==> src/logic/coam_pkg.sv <==
// Package: constants, enumerations and carriers of the operand/address generator
package coam_pkg;

   // Data and address widths
   localparam int DW = 8;
   localparam int PCW = 16;

   // Register port map (8-bit index, 8-bit data)
   localparam logic [7:0] OFS_PC_HIGH = 8'h00;
   localparam logic [7:0] OFS_PC_LOW  = 8'h01;
   localparam logic [7:0] OFS_CFG     = 8'h02;
   localparam logic [7:0] OFS_INSTR   = 8'h03;
   localparam logic [7:0] OFS_OPND1   = 8'h04;
   localparam logic [7:0] OFS_OPND2   = 8'h05;
   localparam logic [7:0] OFS_ACC     = 8'h06;
   localparam logic [7:0] OFS_INDEX   = 8'h07;
   localparam logic [7:0] OFS_STACK   = 8'h08;
   localparam logic [7:0] OFS_FLAGS   = 8'h09;
   localparam logic [7:0] OFS_STATUS  = 8'h0A;
   localparam logic [7:0] OFS_GO      = 8'h0B;

   // Reset values
   localparam logic [7:0]   RST_BYTE  = 8'h00;
   localparam logic [7:0]   RST_FLAGS = 8'h02;
   localparam logic [15:0]  RST_PC    = 16'h0000;

   // Flag bit positions
   localparam int F_GIE   = 0;
   localparam int F_ZERO  = 1;
   localparam int F_CARRY = 2;
   localparam int F_SUPER = 3;
   localparam int F_BANK  = 4;
   // Writable flag bits: reserved [7:5] and supervisory bit stay untouched
   localparam logic [7:0] F_WMASK = 8'h17;

   // Instruction byte fields
   localparam int IN_MODE_LSB = 0;
   localparam int IN_OP_LSB   = 3;
   localparam int IN_SEL_LSB  = 6;

   // Instruction lengths in bytes
   localparam logic [15:0] LEN_TWO   = 16'h0002;
   localparam logic [15:0] LEN_THREE = 16'h0003;

   // Status bits
   localparam int ST_BUSY = 0;
   localparam int ST_LEN3 = 1;

   // Configuration bits
   localparam int CFG_SPACE = 0;

   // Addressing modes
   typedef enum logic [2:0] {
      MODE_SRC_IMM,
      MODE_SRC_DIR,
      MODE_SRC_IDX,
      MODE_DST_DIR,
      MODE_DST_IDX,
      MODE_DST_DIR_IMM
   } coam_mode_t;

   // Operations
   typedef enum logic [2:0] {
      OP_MOV,
      OP_ADD,
      OP_AND,
      OP_OR,
      OP_XOR
   } coam_op_t;

   // Register selection carried in the instruction byte
   typedef enum logic [1:0] {
      SEL_ACC,
      SEL_FLAGS,
      SEL_STACK,
      SEL_INDEX
   } coam_sel_t;

   // Request towards RAM / peripheral register space
   typedef struct packed {
      logic       rd;
      logic       wr;
      logic       reg_space;
      logic       bank;
      logic [7:0] addr;
      logic [7:0] wdata;
   } coam_mem_req_t;

   // Core register set
   typedef struct packed {
      logic [7:0] acc;
      logic [7:0] index;
      logic [7:0] stack;
      logic [7:0] flags;
   } coam_core_t;

endpackage : coam_pkg

==> src/logic/coam_core.sv <==
// Operand and address generation of an 8-bit Harvard core: six addressing modes
//
// Notes on behaviour
// - Program counter bits 15..8 readable as own byte, zero after reset.
// - Program counter bits 7..0 readable as own byte, zero after reset.
// - Source immediate: opcode picks accumulator, flags, stack pointer or index.
// - Source immediate: first operand byte is the immediate source.
// - Source immediate arithmetic: second source is the named register.
// - Source direct and indexed: result only to accumulator or index.
// - Source direct: first operand addresses RAM or register space source.
// - Source indexed: source address is first operand plus index.
// - Source direct/indexed arithmetic: second source is accumulator or index.
// - Destination direct: result to addressed location, source A or X.
// - Results written to memory leave the accumulator unchanged.
// - Destination indexed: address operand plus index, source only accumulator.
// - Destination indexed arithmetic: second source read at operand plus index.
// - Destination direct immediate: operand two is source, operand one address.
// - All modes two bytes long, destination direct immediate three bytes.
// - Register space is a separate space from RAM at the same address.
// - AND on flags with immediate gives old flags ANDed with immediate.
// - Bank bit in flags picks register bank 0 or 1 for register accesses.
//
// Chosen here: the strobed register port and the register addresses.
module coam_core
   import coam_pkg::*;
(
   input  wire logic          clock,
   input  wire logic          rst_b,
   input  wire logic [7:0]    reg_addr,
   input  wire logic [7:0]    reg_wdata,
   input  wire logic          reg_wr,
   input  wire logic          reg_rd,
   output logic [7:0]         reg_rdata,
   output coam_mem_req_t      mem_req,
   input  wire logic [7:0]    mem_rdata
);

   typedef enum logic [1:0] {
      ST_IDLE,
      ST_FETCH,
      ST_EXEC
   } coam_state_t;

   coam_state_t   state_q,   state_d;
   coam_core_t    core_q,    core_d;
   coam_mem_req_t mem_q,     mem_d;
   logic [15:0]   pc_q,      pc_d;
   logic [7:0]    instr_q,   instr_d;
   logic [7:0]    opnd1_q,   opnd1_d;
   logic [7:0]    opnd2_q,   opnd2_d;
   logic          space_q,   space_d;
   logic [7:0]    fetched_q, fetched_d;
   logic [7:0]    rdata_q,   rdata_d;

   coam_mode_t    mode;
   coam_op_t      op;
   coam_sel_t     sel;
   logic [7:0]    eff_addr;
   logic          needs_read;
   logic          go;
   logic [15:0]   instr_len;

   // Instruction byte fields
   assign mode = coam_mode_t'(instr_q[IN_MODE_LSB +: $bits(coam_mode_t)]);
   assign op   = coam_op_t'(instr_q[IN_OP_LSB +: $bits(coam_op_t)]);
   assign sel  = coam_sel_t'(instr_q[IN_SEL_LSB +: $bits(coam_sel_t)]);
   // Start decode; the sequencer ignores it unless idle, so a repeated start is harmless
   assign go   = reg_wr && (reg_addr == OFS_GO);

   // Effective address; the sum is cut to eight bits so it wraps inside the page
   always_comb
   begin
      if (mode == MODE_SRC_IDX || mode == MODE_DST_IDX)
      begin
         eff_addr = 8'(opnd1_q + core_q.index);
      end
      else
      begin
         eff_addr = opnd1_q;
      end
   end

   // Memory-source modes always read; destination modes read only to combine
   always_comb
   begin
      unique case (mode)
         MODE_SRC_DIR, MODE_SRC_IDX: needs_read = 1'b1;
         MODE_DST_DIR, MODE_DST_IDX, MODE_DST_DIR_IMM:
            needs_read = (op != OP_MOV);
         default: needs_read = 1'b0;
      endcase
   end

   // Instruction length drives the program counter advance
   assign instr_len = (mode == MODE_DST_DIR_IMM) ? LEN_THREE : LEN_TWO;

   // Arithmetic/logic unit shared by all modes
   function automatic logic [8:0] coam_alu(
      input coam_op_t   f_op,
      input logic [7:0] src,
      input logic [7:0] second
   );
      logic [8:0] res;
      res = 9'h000;
      unique case (f_op)
         OP_ADD:  res = {1'b0, src} + {1'b0, second};
         OP_AND:  res = {1'b0, src & second};
         OP_OR:   res = {1'b0, src | second};
         OP_XOR:  res = {1'b0, src ^ second};
         default: res = {1'b0, src};
      endcase
      return res;
   endfunction : coam_alu

   // Register-selected value, used only as second source
   function automatic logic [7:0] coam_pick(
      input coam_core_t c,
      input coam_sel_t  s
   );
      logic [7:0] v;
      v = 8'h00;
      unique case (s)
         SEL_ACC:   v = c.acc;
         SEL_FLAGS: v = c.flags;
         SEL_STACK: v = c.stack;
         SEL_INDEX: v = c.index;
      endcase
      return v;
   endfunction : coam_pick

   // Sequencer next state, core registers and memory request
   always_comb
   begin
      logic [7:0] src;
      logic [7:0] second;
      logic [8:0] res;
      logic       to_mem;
      coam_sel_t  rsel;
      src       = 8'h00;
      second    = 8'h00;
      res       = 9'h000;
      to_mem    = 1'b0;
      rsel      = SEL_ACC;
      state_d   = state_q;
      core_d    = core_q;
      pc_d      = pc_q;
      fetched_d = fetched_q;
      mem_d     = '0;
      // Bank and space carried on every access so register space never aliases RAM
      mem_d.reg_space = space_q;
      mem_d.bank      = space_q & core_q.flags[F_BANK];
      mem_d.addr      = eff_addr;

      unique case (state_q)
         ST_IDLE:
         begin
            // A destination move needs no read, so it goes straight to execute
            if (go)
            begin
               if (needs_read)
               begin
                  mem_d.rd = 1'b1;
                  state_d  = ST_FETCH;
               end
               else
               begin
                  state_d = ST_EXEC;
               end
            end
         end
         ST_FETCH:
         begin
            // Read data stands one cycle after the request flip-flop
            if (!mem_q.rd)
            begin
               fetched_d = mem_rdata;
               state_d   = ST_EXEC;
            end
         end
         ST_EXEC:
         begin
            unique case (mode)
               MODE_SRC_IMM:
               begin
                  // Immediate byte combined with the register the opcode names
                  rsel   = sel;
                  src    = opnd1_q;
                  second = coam_pick(core_q, sel);
               end
               MODE_SRC_DIR, MODE_SRC_IDX:
               begin
                  // Fetched byte lands in A or X only; other selections fall back to A
                  rsel   = (sel == SEL_INDEX) ? SEL_INDEX : SEL_ACC;
                  src    = fetched_q;
                  second = coam_pick(core_q, rsel);
               end
               MODE_DST_DIR:
               begin
                  // Result goes back to the location the first operand addresses
                  to_mem = 1'b1;
                  src    = (sel == SEL_INDEX) ? core_q.index : core_q.acc;
                  second = fetched_q;
               end
               MODE_DST_IDX:
               begin
                  // Only the accumulator can feed an indexed destination
                  to_mem = 1'b1;
                  src    = core_q.acc;
                  second = fetched_q;
               end
               default:
               begin
                  // Immediate into a direct location; illegal mode codes end here too
                  to_mem = 1'b1;
                  src    = opnd2_q;
                  second = fetched_q;
               end
            endcase
            // One shared ALU; its carry bit only matters for additions
            res = coam_alu(op, src, second);

            if (to_mem)
            begin
               // Accumulator left alone when the result goes to a location
               mem_d.wr    = 1'b1;
               mem_d.wdata = res[7:0];
            end
            else
            begin
               unique case (rsel)
                  SEL_ACC:   core_d.acc   = res[7:0];
                  SEL_INDEX: core_d.index = res[7:0];
                  SEL_STACK: core_d.stack = res[7:0];
                  SEL_FLAGS:
                     // Supervisory and reserved bits stay as they are
                     core_d.flags = (core_q.flags & ~F_WMASK) | (res[7:0] & F_WMASK);
               endcase
            end

            // Zero follows arithmetic/logic and carry only additions, unless flags were the target
            if (op != OP_MOV && !(rsel == SEL_FLAGS && !to_mem))
            begin
               core_d.flags[F_ZERO] = (res[7:0] == 8'h00);
               if (op == OP_ADD)
               begin
                  core_d.flags[F_CARRY] = res[8];
               end
            end
            pc_d    = 16'(pc_q + instr_len);
            state_d = ST_IDLE;
         end
         default: state_d = ST_IDLE;
      endcase

      // Software may preload the core registers only while idle
      if (reg_wr && state_q == ST_IDLE)
      begin
         unique case (reg_addr)
            OFS_ACC:   core_d.acc   = reg_wdata;
            OFS_INDEX: core_d.index = reg_wdata;
            OFS_STACK: core_d.stack = reg_wdata;
            OFS_FLAGS: core_d.flags = (core_q.flags & ~F_WMASK) | (reg_wdata & F_WMASK);
            default:   ;
         endcase
      end
   end

   // Sequencer registers
   always_ff @(posedge clock)
   begin
      if (!rst_b)
      begin
         state_q       <= ST_IDLE;
         core_q.acc    <= RST_BYTE;
         core_q.index  <= RST_BYTE;
         core_q.stack  <= RST_BYTE;
         core_q.flags  <= RST_FLAGS;
         pc_q          <= RST_PC;
         mem_q         <= '0;
         fetched_q     <= RST_BYTE;
      end
      else
      begin
         state_q   <= state_d;
         core_q    <= core_d;
         pc_q      <= pc_d;
         mem_q     <= mem_d;
         fetched_q <= fetched_d;
      end
   end

   // Memory request leaves straight from flip-flops, never from decode logic
   assign mem_req = mem_q;

   // Instruction staging registers; held while a sequence runs
   always_comb
   begin
      instr_d = instr_q;
      opnd1_d = opnd1_q;
      opnd2_d = opnd2_q;
      space_d = space_q;
      if (reg_wr && state_q == ST_IDLE)
      begin
         unique case (reg_addr)
            OFS_INSTR: instr_d = reg_wdata;
            OFS_OPND1: opnd1_d = reg_wdata;
            OFS_OPND2: opnd2_d = reg_wdata;
            OFS_CFG:   space_d = reg_wdata[CFG_SPACE];
            default:   ;
         endcase
      end
   end

   // Staging flip-flops
   always_ff @(posedge clock)
   begin
      if (!rst_b)
      begin
         instr_q <= RST_BYTE;
         opnd1_q <= RST_BYTE;
         opnd2_q <= RST_BYTE;
         space_q <= 1'b0;
      end
      else
      begin
         instr_q <= instr_d;
         opnd1_q <= opnd1_d;
         opnd2_q <= opnd2_d;
         space_q <= space_d;
      end
   end

   // Read mux; data stands the cycle after the strobe, zero otherwise
   always_comb
   begin
      rdata_d = 8'h00;
      if (reg_rd)
      begin
         unique case (reg_addr)
            OFS_PC_HIGH: rdata_d = pc_q[15:8];
            OFS_PC_LOW:  rdata_d = pc_q[7:0];
            OFS_CFG:     rdata_d[CFG_SPACE] = space_q;
            OFS_INSTR:   rdata_d = instr_q;
            OFS_OPND1:   rdata_d = opnd1_q;
            OFS_OPND2:   rdata_d = opnd2_q;
            OFS_ACC:     rdata_d = core_q.acc;
            OFS_INDEX:   rdata_d = core_q.index;
            OFS_STACK:   rdata_d = core_q.stack;
            OFS_FLAGS:   rdata_d = core_q.flags;
            OFS_STATUS:
            begin
               // Busy while a sequence runs; length bit follows the loaded mode
               rdata_d[ST_BUSY] = (state_q != ST_IDLE);
               rdata_d[ST_LEN3] = (mode == MODE_DST_DIR_IMM);
            end
            default:     rdata_d = 8'h00;
         endcase
      end
   end

   // Read data flip-flop; zero between reads so a stale byte never looks valid
   always_ff @(posedge clock)
   begin
      if (!rst_b)
      begin
         rdata_q <= RST_BYTE;
      end
      else
      begin
         rdata_q <= rdata_d;
      end
   end

   // Register port read data
   assign reg_rdata = rdata_q;

endmodule : coam_core

==> config.mk <==
export PLATFORM = sky130hd
export DESIGN_NAME = coam_core
export DESIGN_NICKNAME = d
export VERILOG_FILES = /design/src/logic/coam_pkg.sv /design/src/logic/coam_core.sv
export SDC_FILE = /design/constraint.sdc
export NUM_CORES = 1
export LEC_CHECK = 0
export ABC_AREA = 1
export BUFFER_PORTS_ARGS = -buffer_cell sky130_fd_sc_hd__buf_2
export CAP_MARGIN = 20
export CORE_MARGIN = 5
export CORE_UTILIZATION = 25
export CTS_CLUSTER_DIAMETER = 30
export DETAILED_ROUTE_END_ITERATION = 16
export SYNTH_ARGS = -nofsm -noshare
export SYNTH_HDL_FRONTEND = slang
export SYNTH_SLANG_ARGS = --single-unit
==> constraint.sdc <==
create_clock -name clock -period 3.55 [get_ports clock]
set_clock_uncertainty 0.05 [all_clocks]
set_input_delay 0.355 -clock clock [delete_from_list [all_inputs] [get_ports clock]]
set_output_delay 0.355 -clock clock [all_outputs]
set_load 0.1 [all_outputs]
# Yosys cells after proc, flatten, opt, wreduce, memory -nomap -nowiden
# Index checks and enable logic that the tools add are counted.
dict set report totals {
  register_bits 111
  out_inout_bits 28
}
dict set report classes {
  n_addsub 3
  eq_ne 33
  n_mux 39
  bitwise 7
  n_reduce_logical 29
}
# operator n
set ops {}
lappend ops {{32-bit 2-to-1 mux} 3}
lappend ops {{8-bit 2-to-1 mux} 12}
lappend ops {{8-bit case mux with 4 select lines} 3}
lappend ops {{6-bit case mux with 9 select lines} 1}
lappend ops {{9-bit case mux with 4 select lines} 1}
lappend ops {{8-bit by 3-bit == test with 1-bit output, second input constant} 4}
lappend ops {{8-bit by 4-bit == test with 1-bit output, second input constant} 4}
lappend ops {{16-bit by 2-bit adder with 16-bit output} 1}
lappend ops {{8-bit by 2-bit == test with 1-bit output, second input constant} 2}
lappend ops {{8-bit logical NOT} 2}
lappend ops {{8-bit by 5-bit OR with 8-bit output} 2}
lappend ops {{8-bit case mux with 2 select lines} 1}
lappend ops {{2-bit AND reduction} 8}
lappend ops {{2-bit == test, second input constant} 7}
lappend ops {{3-bit by 2-bit == test with 1-bit output, second input constant} 4}
lappend ops {{2-bit 2-to-1 mux} 6}
lappend ops {{1-bit case mux with 11 select lines} 1}
lappend ops {{1-bit case mux with 10 select lines} 1}
lappend ops {{8-bit by 8-bit adder with 9-bit output} 1}
lappend ops {{3-bit == test, second input constant} 3}
lappend ops {{9-bit 2-to-1 mux} 1}
lappend ops {{8-bit adder} 1}
lappend ops {{8-bit bitwise AND} 1}
lappend ops {{2-bit by 1-bit == test with 1-bit output, second input constant} 4}
lappend ops {{20 further kinds} 37}

# Logic depth before layout (Yosys ltp)
dict set report depth {
  word_depth 17
  depth_mapped 27
}

# Least setup slack after synthesis
# OpenSTA, ideal clock, no wires.
dict set report synth_timing {
  kind {reg2reg}
  startpoint {register instr_q[6]}
  endpoint {register core_q[1] (netlist bit)}
  setup_time_ns 0.112
  arrival_time_ns 2.845
  setup_slack_ns 0.543
  stages_incl_launch_ff 27
  path_buffers 2
  synth_period_minus_slack_ns 3.007
  cell_sequence {dfxtp_1 buf_2 nand2_4 inv_2 buf_6 nand2_1 o21ai_0 nor2_1 a211oi_1 a21oi_1 o21ai_0 inv_1 ha_1 inv_1 a21oi_1 o21ai_0 or2_2 o21ai_0 nor2_1 nand3_1 nand3_1 nand2_1 nand2_2 nand3_1 nand2_1 nand2_1 nand2_1}
}
dict set report synth_via {
  elab_chain_cells 16
  word_cells_on_any_way 36
}
# item line_no
set synth_lines {}
lappend synth_lines {{start: declaration} coam_core.sv:48} ;# logic [7:0] instr_q, instr_d;
lappend synth_lines {{start signal: assignment} coam_core.sv:326} ;# instr_q <= instr_d;
lappend synth_lines {{2-bit == test} {coam_core.sv:122, coam_core.sv:193, coam_core.sv:201}}
lappend synth_lines {{2-bit 2-to-1 mux} coam_core.sv:193} ;# rsel = (sel == SEL_INDEX) ? SEL_INDEX : SEL_ACC;
lappend synth_lines {{2-bit == test, or another cell as far along} coam_core.sv:122} ;# unique case (s)
lappend synth_lines {{8-bit case mux with 4 select lines} coam_core.sv:122}
lappend synth_lines {{8-bit case mux with 2 select lines} coam_core.sv:182} ;# unique case (mode)
lappend synth_lines {{8-bit 2-to-1 mux} coam_core.sv:154} ;# unique case (state_q)
lappend synth_lines {{8-bit by 8-bit adder with 9-bit output, or another cell as far along} coam_core.sv:106} ;# OP_ADD: res = {1'b0, src} + {1'b0, second};
lappend synth_lines {{9-bit case mux with 4 select lines} coam_core.sv:105} ;# unique case (f_op)
lappend synth_lines {{9-bit 2-to-1 mux} coam_core.sv:154}
lappend synth_lines {{8-bit by 5-bit OR with 8-bit output} coam_core.sv:236} ;# core_d.flags = (core_q.flags & ~F_WMASK) | (res[7:0] & F_WMASK);
lappend synth_lines {{8-bit 2-to-1 mux} coam_core.sv:230} ;# unique case (rsel)
lappend synth_lines {{32-bit 2-to-1 mux} coam_core.sv:222} ;# if (to_mem)
lappend synth_lines {{2-bit 2-to-1 mux (*)} coam_core.sv:241} ;# if (op != OP_MOV && !(rsel == SEL_FLAGS && !to_mem))
lappend synth_lines {{32-bit 2-to-1 mux (*)} coam_core.sv:154}
lappend synth_lines {{8-bit 2-to-1 mux} coam_core.sv:258} ;# unique case (reg_addr)
lappend synth_lines {{32-bit 2-to-1 mux (*)} coam_core.sv:256} ;# if (reg_wr && state_q == ST_IDLE)
lappend synth_lines {{end signal: assignment} coam_core.sv:285} ;# core_q <= core_d;
lappend synth_lines {{end: declaration} coam_core.sv:45} ;# coam_core_t core_q, core_d;
# Mark *: on every way between the ends. The rest lies on a longest branch, timed or not. The select of a mux whose other input is x is not followed.
# A chain may end at the register's enable or synchronous reset.

# Worst setup path after layout
dict set report layout_timing {
  startpoint {register instr_q[0]}
  endpoint {register core_q[1] (netlist bit)}
}
dict set report layout_via {
  elab_chain_cells 14
  word_cells_on_any_way 34
}
# item line_no
set layout_lines {}
lappend layout_lines {{3-bit by 2-bit == test with 1-bit output / 3-bit by 1-bit == test with 1-bit output (equally long branches)} coam_core.sv:182}
lappend layout_lines {{2-bit OR reduction} coam_core.sv:182}
lappend layout_lines {{8-bit case mux with 4 select lines / 8-bit case mux with 2 select lines (equally long branches)} coam_core.sv:182}
lappend layout_lines {{8-bit 2-to-1 mux} coam_core.sv:154}
lappend layout_lines {{8-bit by 8-bit adder with 9-bit output, or another cell as far along} coam_core.sv:106}
lappend layout_lines {{9-bit case mux with 4 select lines} coam_core.sv:105}
lappend layout_lines {{9-bit 2-to-1 mux} coam_core.sv:154}
lappend layout_lines {{8-bit by 5-bit OR with 8-bit output} coam_core.sv:236}
lappend layout_lines {{8-bit 2-to-1 mux} coam_core.sv:230}
lappend layout_lines {{32-bit 2-to-1 mux} coam_core.sv:222}
lappend layout_lines {{2-bit 2-to-1 mux (*)} coam_core.sv:241}
lappend layout_lines {{32-bit 2-to-1 mux (*)} coam_core.sv:154}
lappend layout_lines {{8-bit 2-to-1 mux} coam_core.sv:258}
lappend layout_lines {{32-bit 2-to-1 mux (*)} coam_core.sv:256}
# Marks and branches as above.

==> impl_metrics.json <==
{
  "ys_types": 53,
  "rsz0062_at_grt": "false",
  "grt_pass1_vias": 6460,
  "crit_slowest_cell": "dfxtp_1",
  "synth-xor-area-share_pct": 0.795,
  "antenna_found_initial": 0,
  "synthSimpleGateAreaFrac_pct": 23.8,
  "clk_pin_slew_ps": 80,
  "cp.required_ps": 3770,
  "synth_edf_count": 0,
  "synth_area_leaders": "dfxtp_1, a21oi_1, inv_1, o21ai_0, nand2_1",
  "slowest_delay_ps": 490,
  "synthArstFlopShare_pct": 0,
  "leakagePower_nw": 3.17,
  "max-vdd-ir-drop_v": 0.000222,
  "grt_busiest_layer": "met2",
  "slew_viol_final": 0,
  "yosysWarnings": 0,
  "grtUsageMet1_pct": 22.7,
  "via_per_inst": 5.01,
  "die_y_um": 173,
  "core_area_mm2": 0.0261,
  "syn-num-nets": 1024,
  "setup-tns-final_ps": 0,
  "netlist_instances": 970,
  "numCtsBuffers": 9,
  "synth_top_family_by_area": "compound AO/OA/AOI/OAI gates",
  "critPathCaptureType": "register",
  "synth.avg_cell_area_um2": 6.81,
  "drt_iter0_markers": 695,
  "avgRoutedWirePerCell_um": 19.0,
  "routed_wl_mm": 26.1,
  "path_cells": "inv_2, nand2_4, nor2_4, buf_4, a21oi_1, nand3_1, nand2_2, inv_1, ha_1, nand2_1, a21oi_1, o21ai_0, or2_2, o21ai_0, nor2_1, nand3_1, nand3_1, nand2_1, nand2_2, nand3_1, nand2_1, nand2_1, nand2_1",
  "drc": 0,
  "clockBufferDepth": 2,
  "antenna_cells": 0,
  "final_cell_area_mm2": 0.00767,
  "use_met2_pct": 25.9,
  "synth_top_area_share_pct": 32.4,
  "total_power_mw": 2.38,
  "drtAntennaViolNets": 0,
  "synth_top_cell_by_area": "dfxtp_1",
  "start_kind": "register",
  "syn_to_final_growth_pct": 16.1,
  "setup_viol": 0,
  "numPortBuffers": 55,
  "relSlewSlack_pct": 40.6,
  "htreeDepth": 3,
  "cpMostUsedCell": "nand2_1",
  "ys_seq_area_share_pct": 32.4,
  "tritoncts": "done",
  "synthAdderAreaFrac_pct": 5.15,
  "worst_skew_pair.late_latency_ps": 380,
  "post-route-period-util_pct": 94.9,
  "worst_pin_slew_ps": 890,
  "globalRouteMet3Util_pct": 4.54,
  "place_area_mm2": 0.00735,
  "crit_type": "register to register",
  "place_inst": 1358,
  "hold_viol": 0,
  "finalNetCount": 1088,
  "ff2ff_setup_slack_ps": 180,
  "firstDrtPassIters": 5,
  "cp.arrival_ps": 3590,
  "grt_pass1_wl_mm": 39.0,
  "ys_ff_latch": 107,
  "drv_cap": 0,
  "synthMuxAreaShare_pct": 0,
  "period_minus_slack_ps": 3370,
  "synth_compound_area_share_pct": 26.3,
  "die_w_um": 173,
  "crit_path_max_fanout": 9,
  "post-place-ws_ps": 166,
  "cts-root-buf": "clkbuf_16",
  "vias": 6888,
  "hold_path_class": "input pin to register",
  "max_freq_ghz": 0.297,
  "place.gp.congestion": 0.947,
  "syn_area_mm2": 0.00661,
  "ios": 56,
  "whs_ps": 207,
  "grt-ovfl-total": 0,
  "num_rows": 59,
  "instances_no_fill": 1374,
  "track_usage_pct": 16.8,
  "synthFlopType": "dfxtp_1",
  "finalWorstSetupSlack_ps": 183,
  "grt_max_degree": 72,
  "floorplan.initialDensity_pct": 25.4,
  "status": "complete, no violations",
  "dieArea_mm2": 0.0298,
  "dp_hpwl_mm": 20.7,
  "p_per_area_mw_per_mm2": 311,
  "drive_gt1_share_pct": 16.1,
  "fin_util_pct": 29.4,
  "clock_sinks": 107
}
[per-layer routing]
layer	routed length (µm)	share of wire (%)	vias up
met3	2100	8.0	47
met5	0	0	-
met2	11400	44	261
met4	816	3.1	0
met1	11700	45	3203
li1	-	-	3377
[path summary, 6_finish.rpt]
path	cells after the start	endpoint	from
max	23	core_q[1]	instr_q[0]
min	3	fetched_q[6]	mem_rdata[6]
max reg2reg	23	core_q[1]	instr_q[0]
min reg2reg	2	mem_req[17]	space_q
[worst max-delay path, delay by kind of cell, from the launching register on]
kind	cells	cell delay [ps]
buffers and inverters	3	340
adder cells (fa/ha/maj)	1	300
AND/OR/NAND/NOR	15	1370
flip-flops	1	490
AO/OA/AOI/OAI	4	690
[cell type report]
| class | instances | area, µm² |
|---|---|---|
| clock buffers | 9 | 225 |
| clock inverters | 7 | 86.3 |
| fillers | 2928 | 18400 |
| inverters | 170 | 641 |
| multi-input cells | 669 | 3710 |
| flip-flops and latches | 107 | 2150 |
| well taps | 335 | 419 |
| repair buffers | 77 | 440 |
[synthesized netlist by cell type (2+ instances only)]
| library cell | instances |
|---|---|
| o21ai_1 | 6 |
| ha_1 | 24 |
| inv_1 | 156 |
| o21ai_0 | 105 |
| a31oi_1 | 4 |
| fa_1 | 2 |
| dfxtp_1 | 107 |
| nand3b_1 | 2 |
| nand2_4 | 6 |
| xor2_1 | 4 |
| a221oi_1 | 14 |
| nor2_4 | 6 |
| nand4_1 | 7 |
| a211oi_1 | 9 |
| nor3_1 | 18 |
| nor2_2 | 10 |
| xnor2_1 | 2 |
| nor2_1 | 77 |
| clkbuf_1 | 15 |
| nand3_2 | 5 |
| o221ai_1 | 3 |
| buf_2 | 5 |
| o21bai_1 | 2 |
| nand2_1 | 136 |
| nor3_2 | 2 |
| o22ai_1 | 19 |
| a21oi_1 | 124 |
| inv_2 | 12 |
| a21oi_2 | 3 |
| o211ai_1 | 7 |
| nand3_1 | 36 |
| buf_6 | 2 |
| nand2_2 | 17 |
| o21a_1 | 2 |
| nor4_1 | 2 |
| a22oi_1 | 2 |
[report_power, final]
group          switching (mW)  total (mW)  internal (mW)  leakage [nW]
Sequential            0.00193        1.20           1.20         0.864
Combinational          0.0774       0.106         0.0285          2.15
Clock                   0.567        1.08          0.510         0.151
[sequential cells by signal (all words and copies together), names as in the netlist]
name,flops
core_q,28
mem_req,20
pc_q,16
fetched_q,8
instr_q,8
opnd1_q,8
opnd2_q,8
reg_rdata,8
state_q,2
space_q,1
[layout by cell type (no fill, tap or decap), drive strengths merged, types with 8 or more instances in the layout]
cell and n:
inv 173, nand2 159, a21oi 127, o21ai 112, dfxtp 107, nor2 94
buf 77, nand3 41, ha 24, nor3 20, o22ai 19, a221oi 15
clkbuf 9, a211oi 9, nand4 8
[cell families after synthesis]
logic type	after synthesis
buffers and inverters	194
AO/OA/AOI/OAI	308
AND/OR/NAND/NOR	329
adder cells (fa/ha/maj)	26
XOR/XNOR	6
flip-flops	107
[timing repair]
item | CTS | global route
setup endpoints to repair | 0 | 9
resized for setup | 0 | 7
hold buffers | 0 | 0
setup buffers | 0 | 0
Note: power is estimated with default switching activity, not from simulation.
